$ cat config.mk
export PLATFORM = sky130hd
export DESIGN_NAME = glt_lut_block
export DESIGN_NICKNAME = d
export VERILOG_FILES = /design/src/rtl/glt_pkg.sv /design/src/rtl/glt_lut_block.sv
export SDC_FILE = /design/constraint.sdc
export NUM_CORES = 1
export LEC_CHECK = 0
export BUFFER_PORTS_ARGS = -buffer_cell sky130_fd_sc_hd__buf_2
export CORE_MARGIN = 4
export CORE_UTILIZATION = 49
export CTS_BUF_LIST = sky130_fd_sc_hd__clkbuf_4 sky130_fd_sc_hd__clkbuf_8 sky130_fd_sc_hd__clkbuf_16
export DETAILED_ROUTE_END_ITERATION = 10
export PLACE_DENSITY = 0.69
export SETUP_SLACK_MARGIN = 0.15
export SLEW_MARGIN = 30
export SYNTH_ARGS = -nofsm -noshare
export SYNTH_HDL_FRONTEND = slang
export SYNTH_SLANG_ARGS = --single-unit
$ cat constraint.sdc
create_clock -name mclk -period 2.6 [get_ports mclk]
set_input_delay 0.39 -clock mclk [delete_from_list [all_inputs] [get_ports mclk]]
set_output_delay 0.39 -clock mclk [all_outputs]
set_load 0.05 [all_outputs]
$ cat src/rtl/glt_pkg.sv
// shared constants and types for the gpio lookup-table block
// assumes a single 250 MHz clock domain and a 2-wire serial register port
package glt_pkg;

    // =====================================================================
    // register map
    localparam logic [7:0] ADDR_HIGH_A_LUT = 8'h25;
    localparam logic [7:0] ADDR_LOW_B_LUT = 8'h26;
    localparam logic [7:0] ADDR_LOW_A_LUT = 8'h27;
    localparam logic [7:0] RST_LUT = 8'h00;

    // =====================================================================
    // gpio line positions
    localparam int LOW_A_SEL_LSB = 0;
    localparam int LOW_A_OUT_BIT = 3;
    localparam int HIGH_A_SEL_LSB = 4;
    localparam int HIGH_A_OUT_BIT = 7;
    localparam int LOW_B_SEL_LSB = 8;
    localparam int LOW_B_OUT_BIT = 11;

    // =====================================================================
    // serial port framing
    localparam logic [3:0] BITS_PER_BYTE = 4'h8;
    localparam logic [3:0] BIT_CNT_RST = 4'h0;

    typedef enum logic [8:0] {
        ST_IDLE     = 9'b000000001,
        ST_ADDR     = 9'b000000010,
        ST_ADDR_ACK = 9'b000000100,
        ST_PTR      = 9'b000001000,
        ST_PTR_ACK  = 9'b000010000,
        ST_WR       = 9'b000100000,
        ST_WR_ACK   = 9'b001000000,
        ST_RD       = 9'b010000000,
        ST_RD_ACK   = 9'b100000000
    } glt_state_e;

    // line events seen on the synchronised serial pins
    typedef struct packed {
        logic start;
        logic stop;
        logic rise;
        logic fall;
    } glt_bus_ev_s;

endpackage : glt_pkg

$ cat src/rtl/glt_lut_block.sv
// three-input to one-output lookup tables for gpio lines 3, 7 and 11,
// with their truth tables reached over the 2-wire serial register port.
// assumes: mode selects come from the mode registers on the same clock;
// pins (scl, sda, gpio) are asynchronous and are synchronised here.
`timescale 1ns/1ps
module glt_lut_block
    import glt_pkg::*;
#(
    // 7-bit serial slave address; value is arbitrary
    parameter logic [6:0] DEV_ADDR = 7'h20,
    // mode field code meaning three-to-one lookup
    parameter logic [1:0] MODE_3TO1 = 2'h1
) (
    // clock and reset
    input wire logic mclk,
    input wire logic arst_n,
    // serial register port, sda open drain
    input wire logic scl,
    input wire logic sda_in,
    output logic sda_out,
    output logic sda_oe_n,
    // mode selects
    input wire logic [1:0] low_a_logic_mode_sel,
    input wire logic [1:0] low_b_logic_mode_sel,
    input wire logic [1:0] high_a_logic_mode_sel,
    // gpio lines
    input wire logic [15:0] gpio_in,
    output logic [15:0] gpio_out,
    output logic [15:0] gpio_oe_n
);

    // =====================================================================
    // pin synchronisers
    logic [15:0] gpio_meta;
    logic [15:0] gpio_sync;
    logic [1:0] ser_meta;
    logic [1:0] ser_sync;
    logic [1:0] ser_prev;
    glt_bus_ev_s ev;

    always_ff @(posedge mclk or negedge arst_n) begin
        if (!arst_n) begin
            gpio_meta <= 16'h0000;
            gpio_sync <= 16'h0000;
        end else begin
            gpio_meta <= gpio_in;
            gpio_sync <= gpio_meta;
        end
    end

    // idle bus is high; reset to high so no false start is seen
    always_ff @(posedge mclk or negedge arst_n) begin
        if (!arst_n) begin
            ser_meta <= 2'h3;
            ser_sync <= 2'h3;
            ser_prev <= 2'h3;
        end else begin
            ser_meta <= {scl, sda_in};
            ser_sync <= ser_meta;
            ser_prev <= ser_sync;
        end
    end

    // bit 1 is scl, bit 0 is sda
    always_comb begin
        ev.rise = ser_sync[1] && !ser_prev[1];
        ev.fall = !ser_sync[1] && ser_prev[1];
        ev.start = ser_sync[1] && ser_prev[1] && ser_prev[0] && !ser_sync[0];
        ev.stop = ser_sync[1] && ser_prev[1] && !ser_prev[0] && ser_sync[0];
    end

    // =====================================================================
    // serial protocol engine
    glt_state_e state;
    glt_state_e next_state;
    logic [3:0] bit_cnt;
    logic [7:0] rx_sh;
    logic [7:0] tx_sh;
    logic [7:0] next_tx_sh;
    logic [7:0] reg_ptr;
    logic rd_dir;
    logic wr_stb;
    logic rd_stb;
    logic [7:0] rd_data;
    logic byte_done;

    logic [7:0] high_a_lut_three_to_one;
    logic [7:0] low_b_lut_three_to_one;
    logic [7:0] low_a_lut_three_to_one;

    assign byte_done = (bit_cnt == BITS_PER_BYTE);
    assign wr_stb = ev.fall && (state == ST_WR) && byte_done;
    // a read byte is fetched when entering or re-entering the read state
    assign rd_stb = ev.fall && (((state == ST_ADDR_ACK) && rd_dir) || (state == ST_RD_ACK));

    always_comb begin
        if (reg_ptr == ADDR_HIGH_A_LUT) begin
            rd_data = high_a_lut_three_to_one;
        end else if (reg_ptr == ADDR_LOW_B_LUT) begin
            rd_data = low_b_lut_three_to_one;
        end else if (reg_ptr == ADDR_LOW_A_LUT) begin
            rd_data = low_a_lut_three_to_one;
        end else begin
            rd_data = 8'h00;
        end
    end

    always_comb begin
        next_state = state;
        next_tx_sh = tx_sh;
        if (ev.start) begin
            next_state = ST_ADDR;
        end else if (ev.stop) begin
            next_state = ST_IDLE;
        end else if (ev.rise) begin
            // master nack ends a read burst
            if ((state == ST_RD_ACK) && ser_sync[0]) begin
                next_state = ST_IDLE;
            end
        end else if (ev.fall) begin
            case (state)
                ST_ADDR: begin
                    if (byte_done) begin
                        next_state = (rx_sh[7:1] == DEV_ADDR) ? ST_ADDR_ACK : ST_IDLE;
                    end
                end
                ST_ADDR_ACK: begin
                    next_state = rd_dir ? ST_RD : ST_PTR;
                    next_tx_sh = rd_data;
                end
                ST_PTR: begin
                    if (byte_done) begin
                        next_state = ST_PTR_ACK;
                    end
                end
                ST_PTR_ACK: begin
                    next_state = ST_WR;
                end
                ST_WR: begin
                    if (byte_done) begin
                        next_state = ST_WR_ACK;
                    end
                end
                ST_WR_ACK: begin
                    next_state = ST_WR;
                end
                ST_RD: begin
                    if (byte_done) begin
                        next_state = ST_RD_ACK;
                    end else begin
                        next_tx_sh = {tx_sh[6:0], 1'b0};
                    end
                end
                ST_RD_ACK: begin
                    next_state = ST_RD;
                    next_tx_sh = rd_data;
                end
                default: begin
                    next_state = ST_IDLE;
                end
            endcase
        end
    end

    always_ff @(posedge mclk or negedge arst_n) begin
        if (!arst_n) begin
            state <= ST_IDLE;
            tx_sh <= 8'h00;
        end else begin
            state <= next_state;
            tx_sh <= next_tx_sh;
        end
    end

    // bit counter restarts on every state change, counts scl rises
    always_ff @(posedge mclk or negedge arst_n) begin
        if (!arst_n) begin
            bit_cnt <= BIT_CNT_RST;
            rx_sh <= 8'h00;
        end else if (next_state != state || ev.start) begin
            bit_cnt <= BIT_CNT_RST;
        end else if (ev.rise) begin
            bit_cnt <= bit_cnt + 4'h1;
            rx_sh <= {rx_sh[6:0], ser_sync[0]};
        end
    end

    always_ff @(posedge mclk or negedge arst_n) begin
        if (!arst_n) begin
            rd_dir <= 1'b0;
        end else if (ev.fall && (state == ST_ADDR) && byte_done) begin
            rd_dir <= rx_sh[0];
        end
    end

    // pointer auto-increments after every byte written or fetched
    always_ff @(posedge mclk or negedge arst_n) begin
        if (!arst_n) begin
            reg_ptr <= 8'h00;
        end else if (ev.fall && (state == ST_PTR) && byte_done) begin
            reg_ptr <= rx_sh;
        end else if (wr_stb || rd_stb) begin
            reg_ptr <= reg_ptr + 8'h01;
        end
    end

    // open drain: only ever pull low, released otherwise
    always_ff @(posedge mclk or negedge arst_n) begin
        if (!arst_n) begin
            sda_oe_n <= 1'b1;
        end else begin
            sda_oe_n <= !((next_state == ST_ADDR_ACK) || (next_state == ST_PTR_ACK)
                || (next_state == ST_WR_ACK) || ((next_state == ST_RD) && !next_tx_sh[7]));
        end
    end

    assign sda_out = 1'b0;

    // =====================================================================
    // truth-table registers; unmapped writes are dropped
    always_ff @(posedge mclk or negedge arst_n) begin
        if (!arst_n) begin
            high_a_lut_three_to_one <= RST_LUT;
            low_b_lut_three_to_one <= RST_LUT;
            low_a_lut_three_to_one <= RST_LUT;
        end else if (wr_stb) begin
            if (reg_ptr == ADDR_HIGH_A_LUT) begin
                high_a_lut_three_to_one <= rx_sh;
            end else if (reg_ptr == ADDR_LOW_B_LUT) begin
                low_b_lut_three_to_one <= rx_sh;
            end else if (reg_ptr == ADDR_LOW_A_LUT) begin
                low_a_lut_three_to_one <= rx_sh;
            end
        end
    end

    // =====================================================================
    // lookups, re-evaluated every cycle
    logic [2:0] low_a_idx;
    logic [2:0] high_a_idx;
    logic [2:0] low_b_idx;

    assign low_a_idx = gpio_sync[LOW_A_SEL_LSB +: 3];
    assign high_a_idx = gpio_sync[HIGH_A_SEL_LSB +: 3];
    assign low_b_idx = gpio_sync[LOW_B_SEL_LSB +: 3];

    // lines not owned by an active lookup stay released for the gpio core
    always_ff @(posedge mclk or negedge arst_n) begin
        if (!arst_n) begin
            gpio_out <= 16'h0000;
            gpio_oe_n <= 16'hFFFF;
        end else begin
            gpio_out <= 16'h0000;
            gpio_oe_n <= 16'hFFFF;
            if (low_a_logic_mode_sel == MODE_3TO1) begin
                gpio_out[LOW_A_OUT_BIT] <= low_a_lut_three_to_one[low_a_idx];
                gpio_oe_n[LOW_A_OUT_BIT] <= 1'b0;
            end
            if (high_a_logic_mode_sel == MODE_3TO1) begin
                gpio_out[HIGH_A_OUT_BIT] <= high_a_lut_three_to_one[high_a_idx];
                gpio_oe_n[HIGH_A_OUT_BIT] <= 1'b0;
            end
            if (low_b_logic_mode_sel == MODE_3TO1) begin
                gpio_out[LOW_B_OUT_BIT] <= low_b_lut_three_to_one[low_b_idx];
                gpio_oe_n[LOW_B_OUT_BIT] <= 1'b0;
            end
        end
    end

endmodule : glt_lut_block

## Word level (Yosys, flattened, before mapping)

Index checks and enable logic that the tools add are counted.
W data, S select, Z words.

| cells by class | value |
|---|---|
| magnitude comparators | 3 |
| $mul | 0 |
| shift operators | 0 |
| reduce and logical (&&, ||, !) cells | 39 |
| div/mod/pow operators | 0 |
| add/subtract/negate cells | 2 |
| eq/ne operators | 22 |
| bitwise operators | 6 |
| mux-type cells | 37 |

Operators with widths:

| kind | number |
|---|---|
| $mux W8 | 11 |
| $mux W9 | 9 |
| $pmux W9 S7 | 1 |
| $eq A8 B6 Y1 const B | 3 |
| $eq A9 B3 Y1 const B | 2 |
| $eq A9 B5 Y1 const B | 2 |
| $eq A9 B7 Y1 const B | 2 |
| $eq A9 B8 Y1 const B | 2 |
| $logic_and A1 B1 Y1 | 17 |
| $pmux W8 S2 | 1 |
| $lt A3 B4 Y1 const B | 3 |
| $bmux W1 S3 | 3 |
| $eq A9 B2 Y1 const B | 1 |
| $eq A9 B4 Y1 const B | 1 |
| $eq A9 B6 Y1 const B | 1 |
| $eq A9 B9 Y1 const B | 1 |
| $mux W1 | 9 |
| $ne A9 B9 Y1 | 1 |
| $add A8 B1 Y8 const B | 1 |
| $mux W4 | 2 |
| $eq A7 B6 Y1 const B | 1 |
| $eq A2 B1 Y1 const B | 3 |
| $logic_not A1 Y1 | 6 |
| $logic_or A1 B1 Y1 | 6 |
| 11 further kinds | 20 |

| storage, ports and cells | value |
|---|---|
| memories kept | 0 |
| latch bits | 0 |
| memory bits (read-only) | 0 |
| memory bits (writable) | 0 |
| bits in registers | 97 |

## Logic depth before layout (Yosys ltp)

Gate-level depths: netlist of the first run.

| logic depth | value |
|---|---|
| word-level depth | 13 |
| depth in mapped cells | 10 |
| gate-level depth less buffers | 10 |

## Least setup slack after synthesis of the first run

No wires, ideal clock.

| timing path | value |
|---|---|
| kind | flip-flop to flip-flop |
| start | reg ser_prev[1] |
| end | reg rx_sh[0] |
| arrival time | 2.274 ns |
| buffers on the path | 1 |
| library setup time | 0.125 ns |
| data required time | 2.475 ns |
| period minus slack after synthesis | 2.399 ns |
| path slack | 0.201 ns |
| stages on the path, launching flop included | 8 |
| cells stage by stage | dfstp_2 buf_2 nor2b_1 and4_2 a31oi_2 o2111ai_2 nor3_2 mux2_2 |

| on the way | value |
|---|---|
| cells in the longest elaborated chain, start to end | 9 |
| elaborated cells between the ends (all ways) | 16 |
| those cells by class | eq/ne (1); mux (4); bitwise (1); reduce/logical (10) |

RTL lines:

| what | RTL line | text |
|---|---|---|
| start: declaration | glt_lut_block.sv:38 | `logic [1:0] ser_prev;` |
| start signal: assignment | glt_lut_block.sv:60 | `ser_prev <= ser_sync;` |
| $logic_and A1 B1 Y1, or another cell as far along | glt_lut_block.sv:67 | `ev.fall = !ser_sync[1] && ser_prev[1];` |
| $mux W9, or another cell as far along | glt_lut_block.sv:120 | `end else if (ev.fall) begin` |
| $mux W9 or $logic_and A1 B1 Y1 (tied branches) | glt_lut_block.sv:115, glt_lut_block.sv:69 |  |
| $mux W9 | glt_lut_block.sv:113 | `end else if (ev.stop) begin` |
| $mux W9 | glt_lut_block.sv:111 | `if (ev.start) begin` |
| $ne A9 B9 Y1 | glt_lut_block.sv:180 | `end else if (next_state != state \|\| ev.start) begin` |
| $logic_or A1 B1 Y1 | glt_lut_block.sv:180 |  |
| $not A1 Y1 (no source line) | -- |  |
| $reduce_and A2 Y1 (no source line) (*) | -- |  |
| end signal: assignment | glt_lut_block.sv:184 | `rx_sh <= {rx_sh[6:0], ser_sync[0]};` |
| end: declaration | glt_lut_block.sv:77 | `logic [7:0] rx_sh;` |

Every way passes the cells marked *; elsewhere a longest branch is shown, timed or not.
A chain may end at the register's enable or synchronous reset.

## Worst setup path in the final report of the first run

| timing path | value |
|---|---|
| start | reg bit_cnt[1] |
| end | reg low_b_lut_three_to_one[3] |

| on the way | value |
|---|---|
| cells in the longest elaborated chain, start to end | 3 |

RTL lines:

| what | RTL line | text |
|---|---|---|
| start: declaration | glt_lut_block.sv:76 | `logic [3:0] bit_cnt;` |
| start signal: assignment | glt_lut_block.sv:183 | `bit_cnt <= bit_cnt + 4'h1;` |
| $eq A4 B4 Y1 | glt_lut_block.sv:91 | `assign byte_done = (bit_cnt == BITS_PER_BYTE);` |
| $logic_and A1 B1 Y1 | glt_lut_block.sv:92 | `assign wr_stb = ev.fall && (state == ST_WR) && byte_done;` |
| $reduce_and A3 Y1 (no source line) | -- |  |
| end signal: assignment | glt_lut_block.sv:230 | `low_b_lut_three_to_one <= rx_sh;` |
| end: declaration | glt_lut_block.sv:88 | `logic [7:0] low_b_lut_three_to_one;` |

Every way passes these cells.

==> results of run 1 <==
## sequential cells by signal, summed over array words and instances (netlist names)
signal                   flops
high_a_lut_three_to_one      8
sda_oe_n                     1
ser_meta                     2
ser_prev                     2
gpio_oe_n                    3
gpio_out                     3
tx_sh                        8
reg_ptr                      8
rx_sh                        8
rd_dir                       1
low_a_lut_three_to_one       8
low_b_lut_three_to_one       8
bit_cnt                      4
ser_sync                     2
state                        9
gpio_meta                    9
gpio_sync                    9
## cells in the mapped netlist (5+ instances only)
| master | instances | area share |
|---|---|---|
| dfstp_2 | 11 | 0.061 |
| a21oi_1 | 6 | 0.0064 |
| ha_1 | 5 | 0.013 |
| nor2b_1 | 5 | 0.0066 |
| inv_1 | 16 | 0.013 |
| nor3_1 | 7 | 0.0074 |
| buf_4 | 35 | 0.056 |
| nand2_1 | 36 | 0.029 |
| a31oi_1 | 6 | 0.0080 |
| dfrtp_1 | 82 | 0.44 |
| xor2_1 | 7 | 0.013 |
| nor2_1 | 24 | 0.019 |
| clkbuf_1 | 8 | 0.0064 |
| nand4_1 | 10 | 0.013 |
| mux4_2 | 6 | 0.029 |
| xnor2_1 | 8 | 0.015 |
| nand3_1 | 8 | 0.0085 |
| and2_1 | 6 | 0.0080 |
| nand2b_1 | 5 | 0.0066 |
| mux2_2 | 34 | 0.081 |
| a22oi_1 | 13 | 0.021 |
| o21ai_0 | 26 | 0.028 |
## metal layers
metal  track usage  part of all wire  vias up
met3       0.02793             0.038       13
li1              -                 -     1591
met2        0.2942              0.48       83
met4       0.06660             0.017        0
met1        0.2749              0.47     1676
met5             0                 0        -
## final timing paths
kind | start | end | slack, ps | cells past startpoint
max in group asynchronous | arst_n | gpio_oe_n[3] | 1390 | 3
worst max register to register | bit_cnt[1] | low_b_lut_three_to_one[3] | 190 | 8
worst min-delay path | gpio_in[2] | gpio_meta[2] | 120 | 1
worst min register to register | ser_meta[1] | ser_sync[1] | 350 | 0
worst max-delay path | bit_cnt[1] | low_b_lut_three_to_one[3] | 190 | 8
min in group asynchronous | arst_n | state[6] | 500 | 2
## cell type report
cell class | count | share of cell area
Sequential cell | 93 | 0.4328
Multi-Input combinational cell | 298 | 0.4006
Tap cell | 129 | 0.02981
Clock buffer | 9 | 0.02287
Clock inverter | 7 | 0.01386
Inverter | 16 | 0.01109
Timing Repair Buffer | 68 | 0.08896
## metrics by stage
stage               instances  cell area, sq um  power, uW  setup slack [ps]
floorplan                 452              4805       1928             201.0
global placement          598              5087       2057             155.8
detailed placement        598              5087       2067             111.1
CTS                       617              5326       3042             159.2
global route              620              5415       3162             103.2
finish                    620              5415       3031             191.9
## power by group through the flow
| stage | sequential (uW) | clock (uW) | combinational [uW] |
|---|---|---|---|
| 2_1_floorplan | 1650 | 0 | 279 |
| 3_3_place_gp | 1710 | 0 | 348 |
| 3_5_place_dp | 1710 | 0 | 356 |
| 4_1_cts | 1680 | 995 | 364 |
| 5_1_grt | 1700 | 1050 | 412 |
| 6_report | 1690 | 968 | 377 |
## cell families after synthesis
family | count (synthesis) | synth area share
adders and majority gates | 5 | 0.01328
AOI/OAI and AO/OA | 76 | 0.1097
and+or+nand+nor | 132 | 0.1559
other | 2 | 0.001594
xor gates and xnor gates | 15 | 0.02789
muxes | 43 | 0.1163
DFF | 93 | 0.4969
buffers and inverters | 61 | 0.07835
## critical path: stages (launching register included)
cell and delay [ps]:
dfrtp_1 410, inv_2 70, ha_2 170, and3b_2 290, nand4_1 210, or2_2 350
a21oi_1 190, nand2_1 260, mux2_2 350
## what timing repair did
action | in CTS | in global routing
resized for setup | 5 | 17
hold buffers | 1 | 0
pin swaps | 2 | 7
endpoints found under the hold margin | 24 | 0
buffers inserted | 2 | 3
endpoints found under the setup margin | 21 | 31
==> reports/results.ini, run 1 <==
[critical_path]
critical_path_class = flop to flop
critPathCaptureType = flop
path_max_fanout = 8
arrival_ps = 2660
critPathRequiredTime_ps = 2850
startpoint_type = flop

[clocking]
clk_pin_slew_ps = 110
cts_made_buffers = 9
root_buffer = clkbuf_8
cts.sinks = 93
clock_path_buffers = 2
htreeDepth = 3
insertion_delay_ps = 360
tritoncts = done

[detailed_routing]
dr.first_iter.drc_count = 162
via_per_inst = 5.424
antenna_left = 0
drc = 0
routedWlPerCell_microns = 16.49
vias = 3363
wirelength_mm = 10.22
drtPass1Iterations = 5

[grt]
grt_max_degree = 63
antenna_found_initial = 0
grt_pass1_wl_mm = 16.93
grt_pass1_vias = 3297
gr-total-overflow = 0
globalRouteTotalUtil = 0.1902

[placement]
io_buffers = 25
hpwlAfterDp_mm = 7.394
gp_congestion = 0.9442

[timing]
fin_tns_setup_ps = 0
rsz0062_at_grt = yes
fin_skew_ps = 12.82
finalCritPeriodShare = 0.9262
setup_viol = 0
timing.fmax_ghz = 0.4153
hold_viol = 0
whs_ps = 120.1
final.min_clock_period_ps = 2408
drv_slew = 0

[synthesis]
synth_ff_type = dfrtp_1
syn_avg_cell_area_sq_um = 11.03
async_reset_ff_frac = 1.000
ys_ff_latch = 93
ys_seq_area_frac = 0.4969
synth_edf_count = 0
syn_area_sq_um = 4711
synthCells = 427
yosysUniqueCellTypes = 66
yosysWarnings = 0

[run_status]
status = complete, no violations

[layout]
layout_commonest_cell = dfrtp_1
utilization = 0.5833
seq_area_sq_um = 2344
antennaDiodeCount = 0
areaGrowthSynthToFinish_pct = 14.95
layout-drive-gt1-share = 0.3340
multi_input_area_sq_um = 2170
fillers = 801
mostFrequentLayoutCells = dfrtp_1 (80), buf_4 (40), nand2_1 (35), mux2_2 (34), conb_1 (27)
fin_nets = 517

[floorplan]
boundaryPins = 60
start_util = 0.5074
die_y_microns = 106.1
row_count = 35
die_w_microns = 106.1
core_sq_um = 9284
die-area_sq_um = 11250

[power_and_ir_drop]
combPwrFrac = 0.124
power_density_nw_per_um2 = 559.7
pwr-share-seq = 0.556
p_sw_frac = 0.3202
clkPwrFrac = 0.319
ir_drop_v = 0.0003048
p_switching_uw = 970.4
leakagePower_uw = 0.002481
power.internal_uw = 2061

[flow_run]
max_cap_viol_count = 0

[min_path]
hold_class = input pin to flop

(Power assumes the default switching activity.)
==> run 2: changes to the inputs <==
PLACE_DENSITY = 0.72   (was 0.69)
clock period = 2.11 ns   (was 2.6 ns; I/O delays follow)
==> run 2 against run 1 <==
Net effect:
- the flow now finishes with violations (setup timing)
- final cell count rose by 9.4%
- worst setup slack worse by 330 ps
- first-iteration DRC count shrank 1.9%
- critical path type unchanged
- largest cell class is now multi-input gates
==> reports/results.ini, run 2 (synthesized netlist as in run 1, its figures left out) <==
[detailed_routing]
drc = 0
routedWlPerCell_microns = 17.24
via_per_inst = 5.429
wirelength_mm = 11.69
drtPass1Iterations = 6
dr.first_iter.drc_count = 159
antenna_left = 0
vias = 3681

[clocking]
insertion_delay_ps = 370
cts_made_buffers = 9
clock_path_buffers = 2
cts.sinks = 93
htreeDepth = 3
root_buffer = clkbuf_8
tritoncts = done
clk_pin_slew_ps = 100

[layout]
layout_commonest_cell = buf_4
antennaDiodeCount = 0
final_area_sq_um = 6162
fin_nets = 575
areaGrowthSynthToFinish_pct = 30.81
mostFrequentLayoutCells = buf_4 (87), dfrtp_1 (77), nand2_1 (32), conb_1 (27), buf_2 (24)
reg_top3 = gpio_meta (9), gpio_sync (9), state (9)
layout-drive-gt1-share = 0.4572
stdcell_count = 678

[critical_path]
startpoint_type = flop
critPathCaptureType = flop
slowest_stage = or4_4
crit_path_cell_trace = nor4_4, buf_6, nand2_4, o31a_1, or4_4, a211oi_4, nand4_2, nor2_1
path_max_fanout = 5
crit_family = simple AND/OR/NAND/NOR gates
critPathBufInv = 1
worst_path_largest_cell_delay_ps = 500
arrival_ps = 2550
critical_path_class = flop to flop
critPathRequiredTime_ps = 2400

[floorplan]
core_sq_um = 9284
die-area_sq_um = 11250
die_y_microns = 106.1
row_count = 35
start_util = 0.5074
die_w_microns = 106.1
boundaryPins = 60

[power_and_ir_drop]
ir_drop_v = 0.0006942
leakagePower_uw = 0.002886
power_density_nw_per_um2 = 657.5

[timing]
hold_viol = 0
timing.fmax_ghz = 0.4439
fin_skew_ps = 13.84
finalCritPeriodShare = 1.068
setup_slack_ps = -142.7
fin_tns_setup_ps = -1906
rsz0062_at_grt = yes
whs_ps = 46.14
drv_slew = 0
final.min_clock_period_ps = 2253
setup_viol = 31

[grt]
globalRouteTotalUtil = 0.2115
antenna_found_initial = 0
grt_pass1_vias = 3665
grt_max_degree = 48
grt_pass1_wl_mm = 18.53
gr-total-overflow = 0

[placement]
place_ws_ps = -248.4
placed_cells = 638
io_buffers = 25
gp_congestion = 0.9247
place_area_sq_um = 5515
hpwlAfterDp_mm = 8.145

[run_status]
status = finished with violations
violations = setup timing

[flow_run]
max_cap_viol_count = 0

[min_path]
hold_class = input pin to flop

-- run 2: layout make-up --
class / instances / area (sq um)
Tap cell: 129 / 161.4
Inverter: 16 / 60.06
Sequential cell: 93 / 2347
Clock inverter: 6 / 72.57
Clock buffer: 10 / 131.4
Fill cell: 697 / 3122
Timing Repair Buffer: 125 / 955.9
Multi-Input combinational cell: 299 / 2434
-- run 2: per-stage QoR --
| stage | utilization | total power, uW |
|---|---|---|
| 2_1_floorplan | - | 2400 |
| 3_3_place_gp | 0.5941 | 2716 |
| 3_5_place_dp | 0.5941 | 2731 |
| 4_1_cts | 0.6356 | 4022 |
| 5_1_grt | 0.6637 | 4230 |
| 6_report | 0.6637 | 4052 |
-- run 2: power breakdown --
part / internal (uW) / switching [uW] / total, uW / leakage [uW]
clock: 574 / 653 / 1230 / 0.000101
combinational: 383 / 472 / 855 / 0.00159
sequential: 1890 / 76.5 / 1970 / 0.00119
-- run 2: timing repair --
action / CTS / global route
gates resized for setup: 30 / 46
hold endpoints to repair: 13 / 0
pin swaps: 15 / 24
endpoints found under the setup margin: 59 / 56
hold buffers: 1 / 0
gates cloned: 1 / 0
buffers inserted: 8 / 14
-- run 2: final timing paths --
check | start | to | slack, ps | cells after the start
hold / removal | gpio_in[5] | gpio_meta[5] | 50 | 1
setup reg to reg | state[6] | bit_cnt[1] | -140 | 8
hold reg to reg | gpio_meta[2] | gpio_sync[2] | 350 | 0
min in group asynchronous | arst_n | state[3] | 370 | 2
max in group asynchronous | arst_n | gpio_oe_n[3] | 1040 | 3
setup / recovery | state[6] | bit_cnt[1] | -140 | 8
-- run 2: metal layers --
| metal | share of wire | global-route usage |
|---|---|---|
| met4 | 0.014 | 0.06290 |
| met3 | 0.045 | 0.03582 |
| met2 | 0.50 | 0.3556 |
| met1 | 0.44 | 0.2825 |
| met5 | 0 | 0 |
==> run 3: changes to the inputs <==
BUFFER_PORTS_ARGS = -buffer_cell sky130_fd_sc_hd__clkbuf_2   (was -buffer_cell sky130_fd_sc_hd__buf_2)
==> run 3 against run 2 <==
Net effect:
- the flow still finishes with violations (setup timing)
- clock-buffer cell count down 1
- final cell count increased by 0.29%
- register-to-register slack got worse by 40 ps
- sequential cell count is the same
- sequential power about the same
- largest cell class unchanged
- clock skew shrank 0.91 ps
- critical endpoint is now sda_oe_n
- clock power about the same
==> reports/results.ini, run 3 (synthesized netlist as in run 1, its figures left out) <==
[layout]
final_area_sq_um = 6196
fin_nets = 577
mostFrequentLayoutCells = buf_4 (91), dfrtp_1 (79), nand2_1 (32), conb_1 (27), clkbuf_2 (24)
areaGrowthSynthToFinish_pct = 31.53
antennaDiodeCount = 0
reg_top3 = gpio_meta (9), gpio_sync (9), state (9)
layout-drive-gt1-share = 0.4628
layout_commonest_cell = buf_4
utilization = 0.6674

[floorplan]
row_count = 35
die-area_sq_um = 11250
start_util = 0.5074
die_y_microns = 106.1
core_sq_um = 9284
boundaryPins = 60
die_w_microns = 106.1

[detailed_routing]
via_per_inst = 5.518
wirelength_mm = 11.64
routedWlPerCell_microns = 17.11
dr.first_iter.drc_count = 196
vias = 3752
drc = 0
drtPass1Iterations = 5
antenna_left = 0

[critical_path]
crit_start = state[4]
critPathBufInv = 3
path_max_fanout = 7
startpoint_type = flop
worst_path_largest_cell_delay_ps = 440
crit_path_cell_trace = nor4_4, buf_4, buf_4, and4_4, a31oi_4, buf_6, a31o_2, a211oi_2, nor4b_2, o21ai_1
crit_family = simple AND/OR/NAND/NOR gates
critPathCaptureType = flop
slowest_stage = dfrtp_1
cpMostUsedCell = buf_4
critPathRequiredTime_ps = 2390
critical_path_class = flop to flop
arrival_ps = 2570
rr_startpoint = state[4]

[timing]
fin_skew_ps = 12.93
hold_viol = 0
whs_ps = 44.32
rsz0062_at_grt = yes
final.min_clock_period_ps = 2294
timing.fmax_ghz = 0.4359
finalCritPeriodShare = 1.087
setup_slack_ps = -184.2
setup_viol = 44
drv_slew = 0

[grt]
grt_pass1_wl_mm = 18.56
grt_pass1_vias = 3781
grtUsageMet3 = 0.04189
grt_use_met1 = 0.2735
gr-total-overflow = 0
globalRouteTotalUtil = 0.2094
antenna_found_initial = 0
grt.busiest_layer = met2
gr-usage-met2 = 0.3356
grt_max_degree = 39

[placement]
place_ws_ps = -307.7
hpwlAfterDp_mm = 8.197
gp_congestion = 0.9678
io_buffers = 25
place_area_sq_um = 5523

[clocking]
tritoncts = done
cts.sinks = 93
clock_path_buffers = 2
clk_pin_slew_ps = 100
root_buffer = clkbuf_8
insertion_delay_ps = 350
cts_made_buffers = 9
htreeDepth = 3

[min_path]
hp-start = scl
hold_class = input pin to flop

[power_and_ir_drop]
finalPower_uw = 4079
power_density_nw_per_um2 = 658.4
ir_drop_v = 0.0005694
leakagePower_uw = 0.002897

[run_status]
status = finished with violations
violations = setup timing

[flow_run]
max_cap_viol_count = 0

[run 3: changes by cell type in the layout (fill, tap and decap cells not counted), sizes merged]
cell,delta
clkinv,-2
buf,-21
inv,+3
and3b,-1
clkbuf,+23
[run 3: metrics by stage]
stage,std cells,setup TNS [ps]
floorplan,452,-1447
detailed placement,639,-4723
CTS,665,-1619
global placement,639,-3965
global route,680,-9347
finish,680,-5001
[run 3: layer usage]
metal	vias to the layer above	share of wire
met4	0	0.029
met2	123	0.50
met3	26	0.051
met1	1889	0.42
met5	-	0
li1	1714	-
[run 3: worst register-to-register path, stage by stage (launching register included)]
cell,delay [ps]
dfrtp_1,440
nor4_4,280
buf_4,180
buf_4,110
and4_4,220
a31oi_4,70
buf_6,170
a31o_2,260
a211oi_2,140
nor4b_2,240
o21ai_1,110
[run 3: repair_timing]
action | 4_1_cts | 5_1_grt
endpoints found under the setup margin | 57 | 56
resized for setup | 36 | 45
setup buffers | 9 | 15
hold buffers | 1 | 0
endpoints found under the hold margin | 28 | 0
pin swaps | 19 | 27
[run 3: worst paths after layout]
check | cells after the start | end | slack, ps
hold reg to reg | 0 | ser_sync[1] | 350
min in group asynchronous | 2 | bit_cnt[2] | 460
setup reg to reg | 10 | sda_oe_n | -180
hold / removal | 1 | ser_meta[1] | 40
max in group asynchronous | 3 | gpio_oe_n[3] | 950
setup / recovery | 10 | sda_oe_n | -180
[run 3: report_power, final]
group          switching (uW)  leakage [uW]  internal [uW]
sequential               76.8       0.00120           1890
combinational             477       0.00160            373
clock                     681      0.000105            578
total                    1230       0.00290           2840
[run 3: layout make-up]
| class | count | area (sq um) |
|---|---|---|
| fill | 683 | 3088 |
| inverter | 16 | 60.06 |
| multi-input combinational | 298 | 2445 |
| timing repair buffer | 128 | 974.7 |
| sequential | 93 | 2345 |
| clock buffer | 9 | 123.9 |
| tap | 129 | 161.4 |
| clock inverter | 7 | 86.33 |
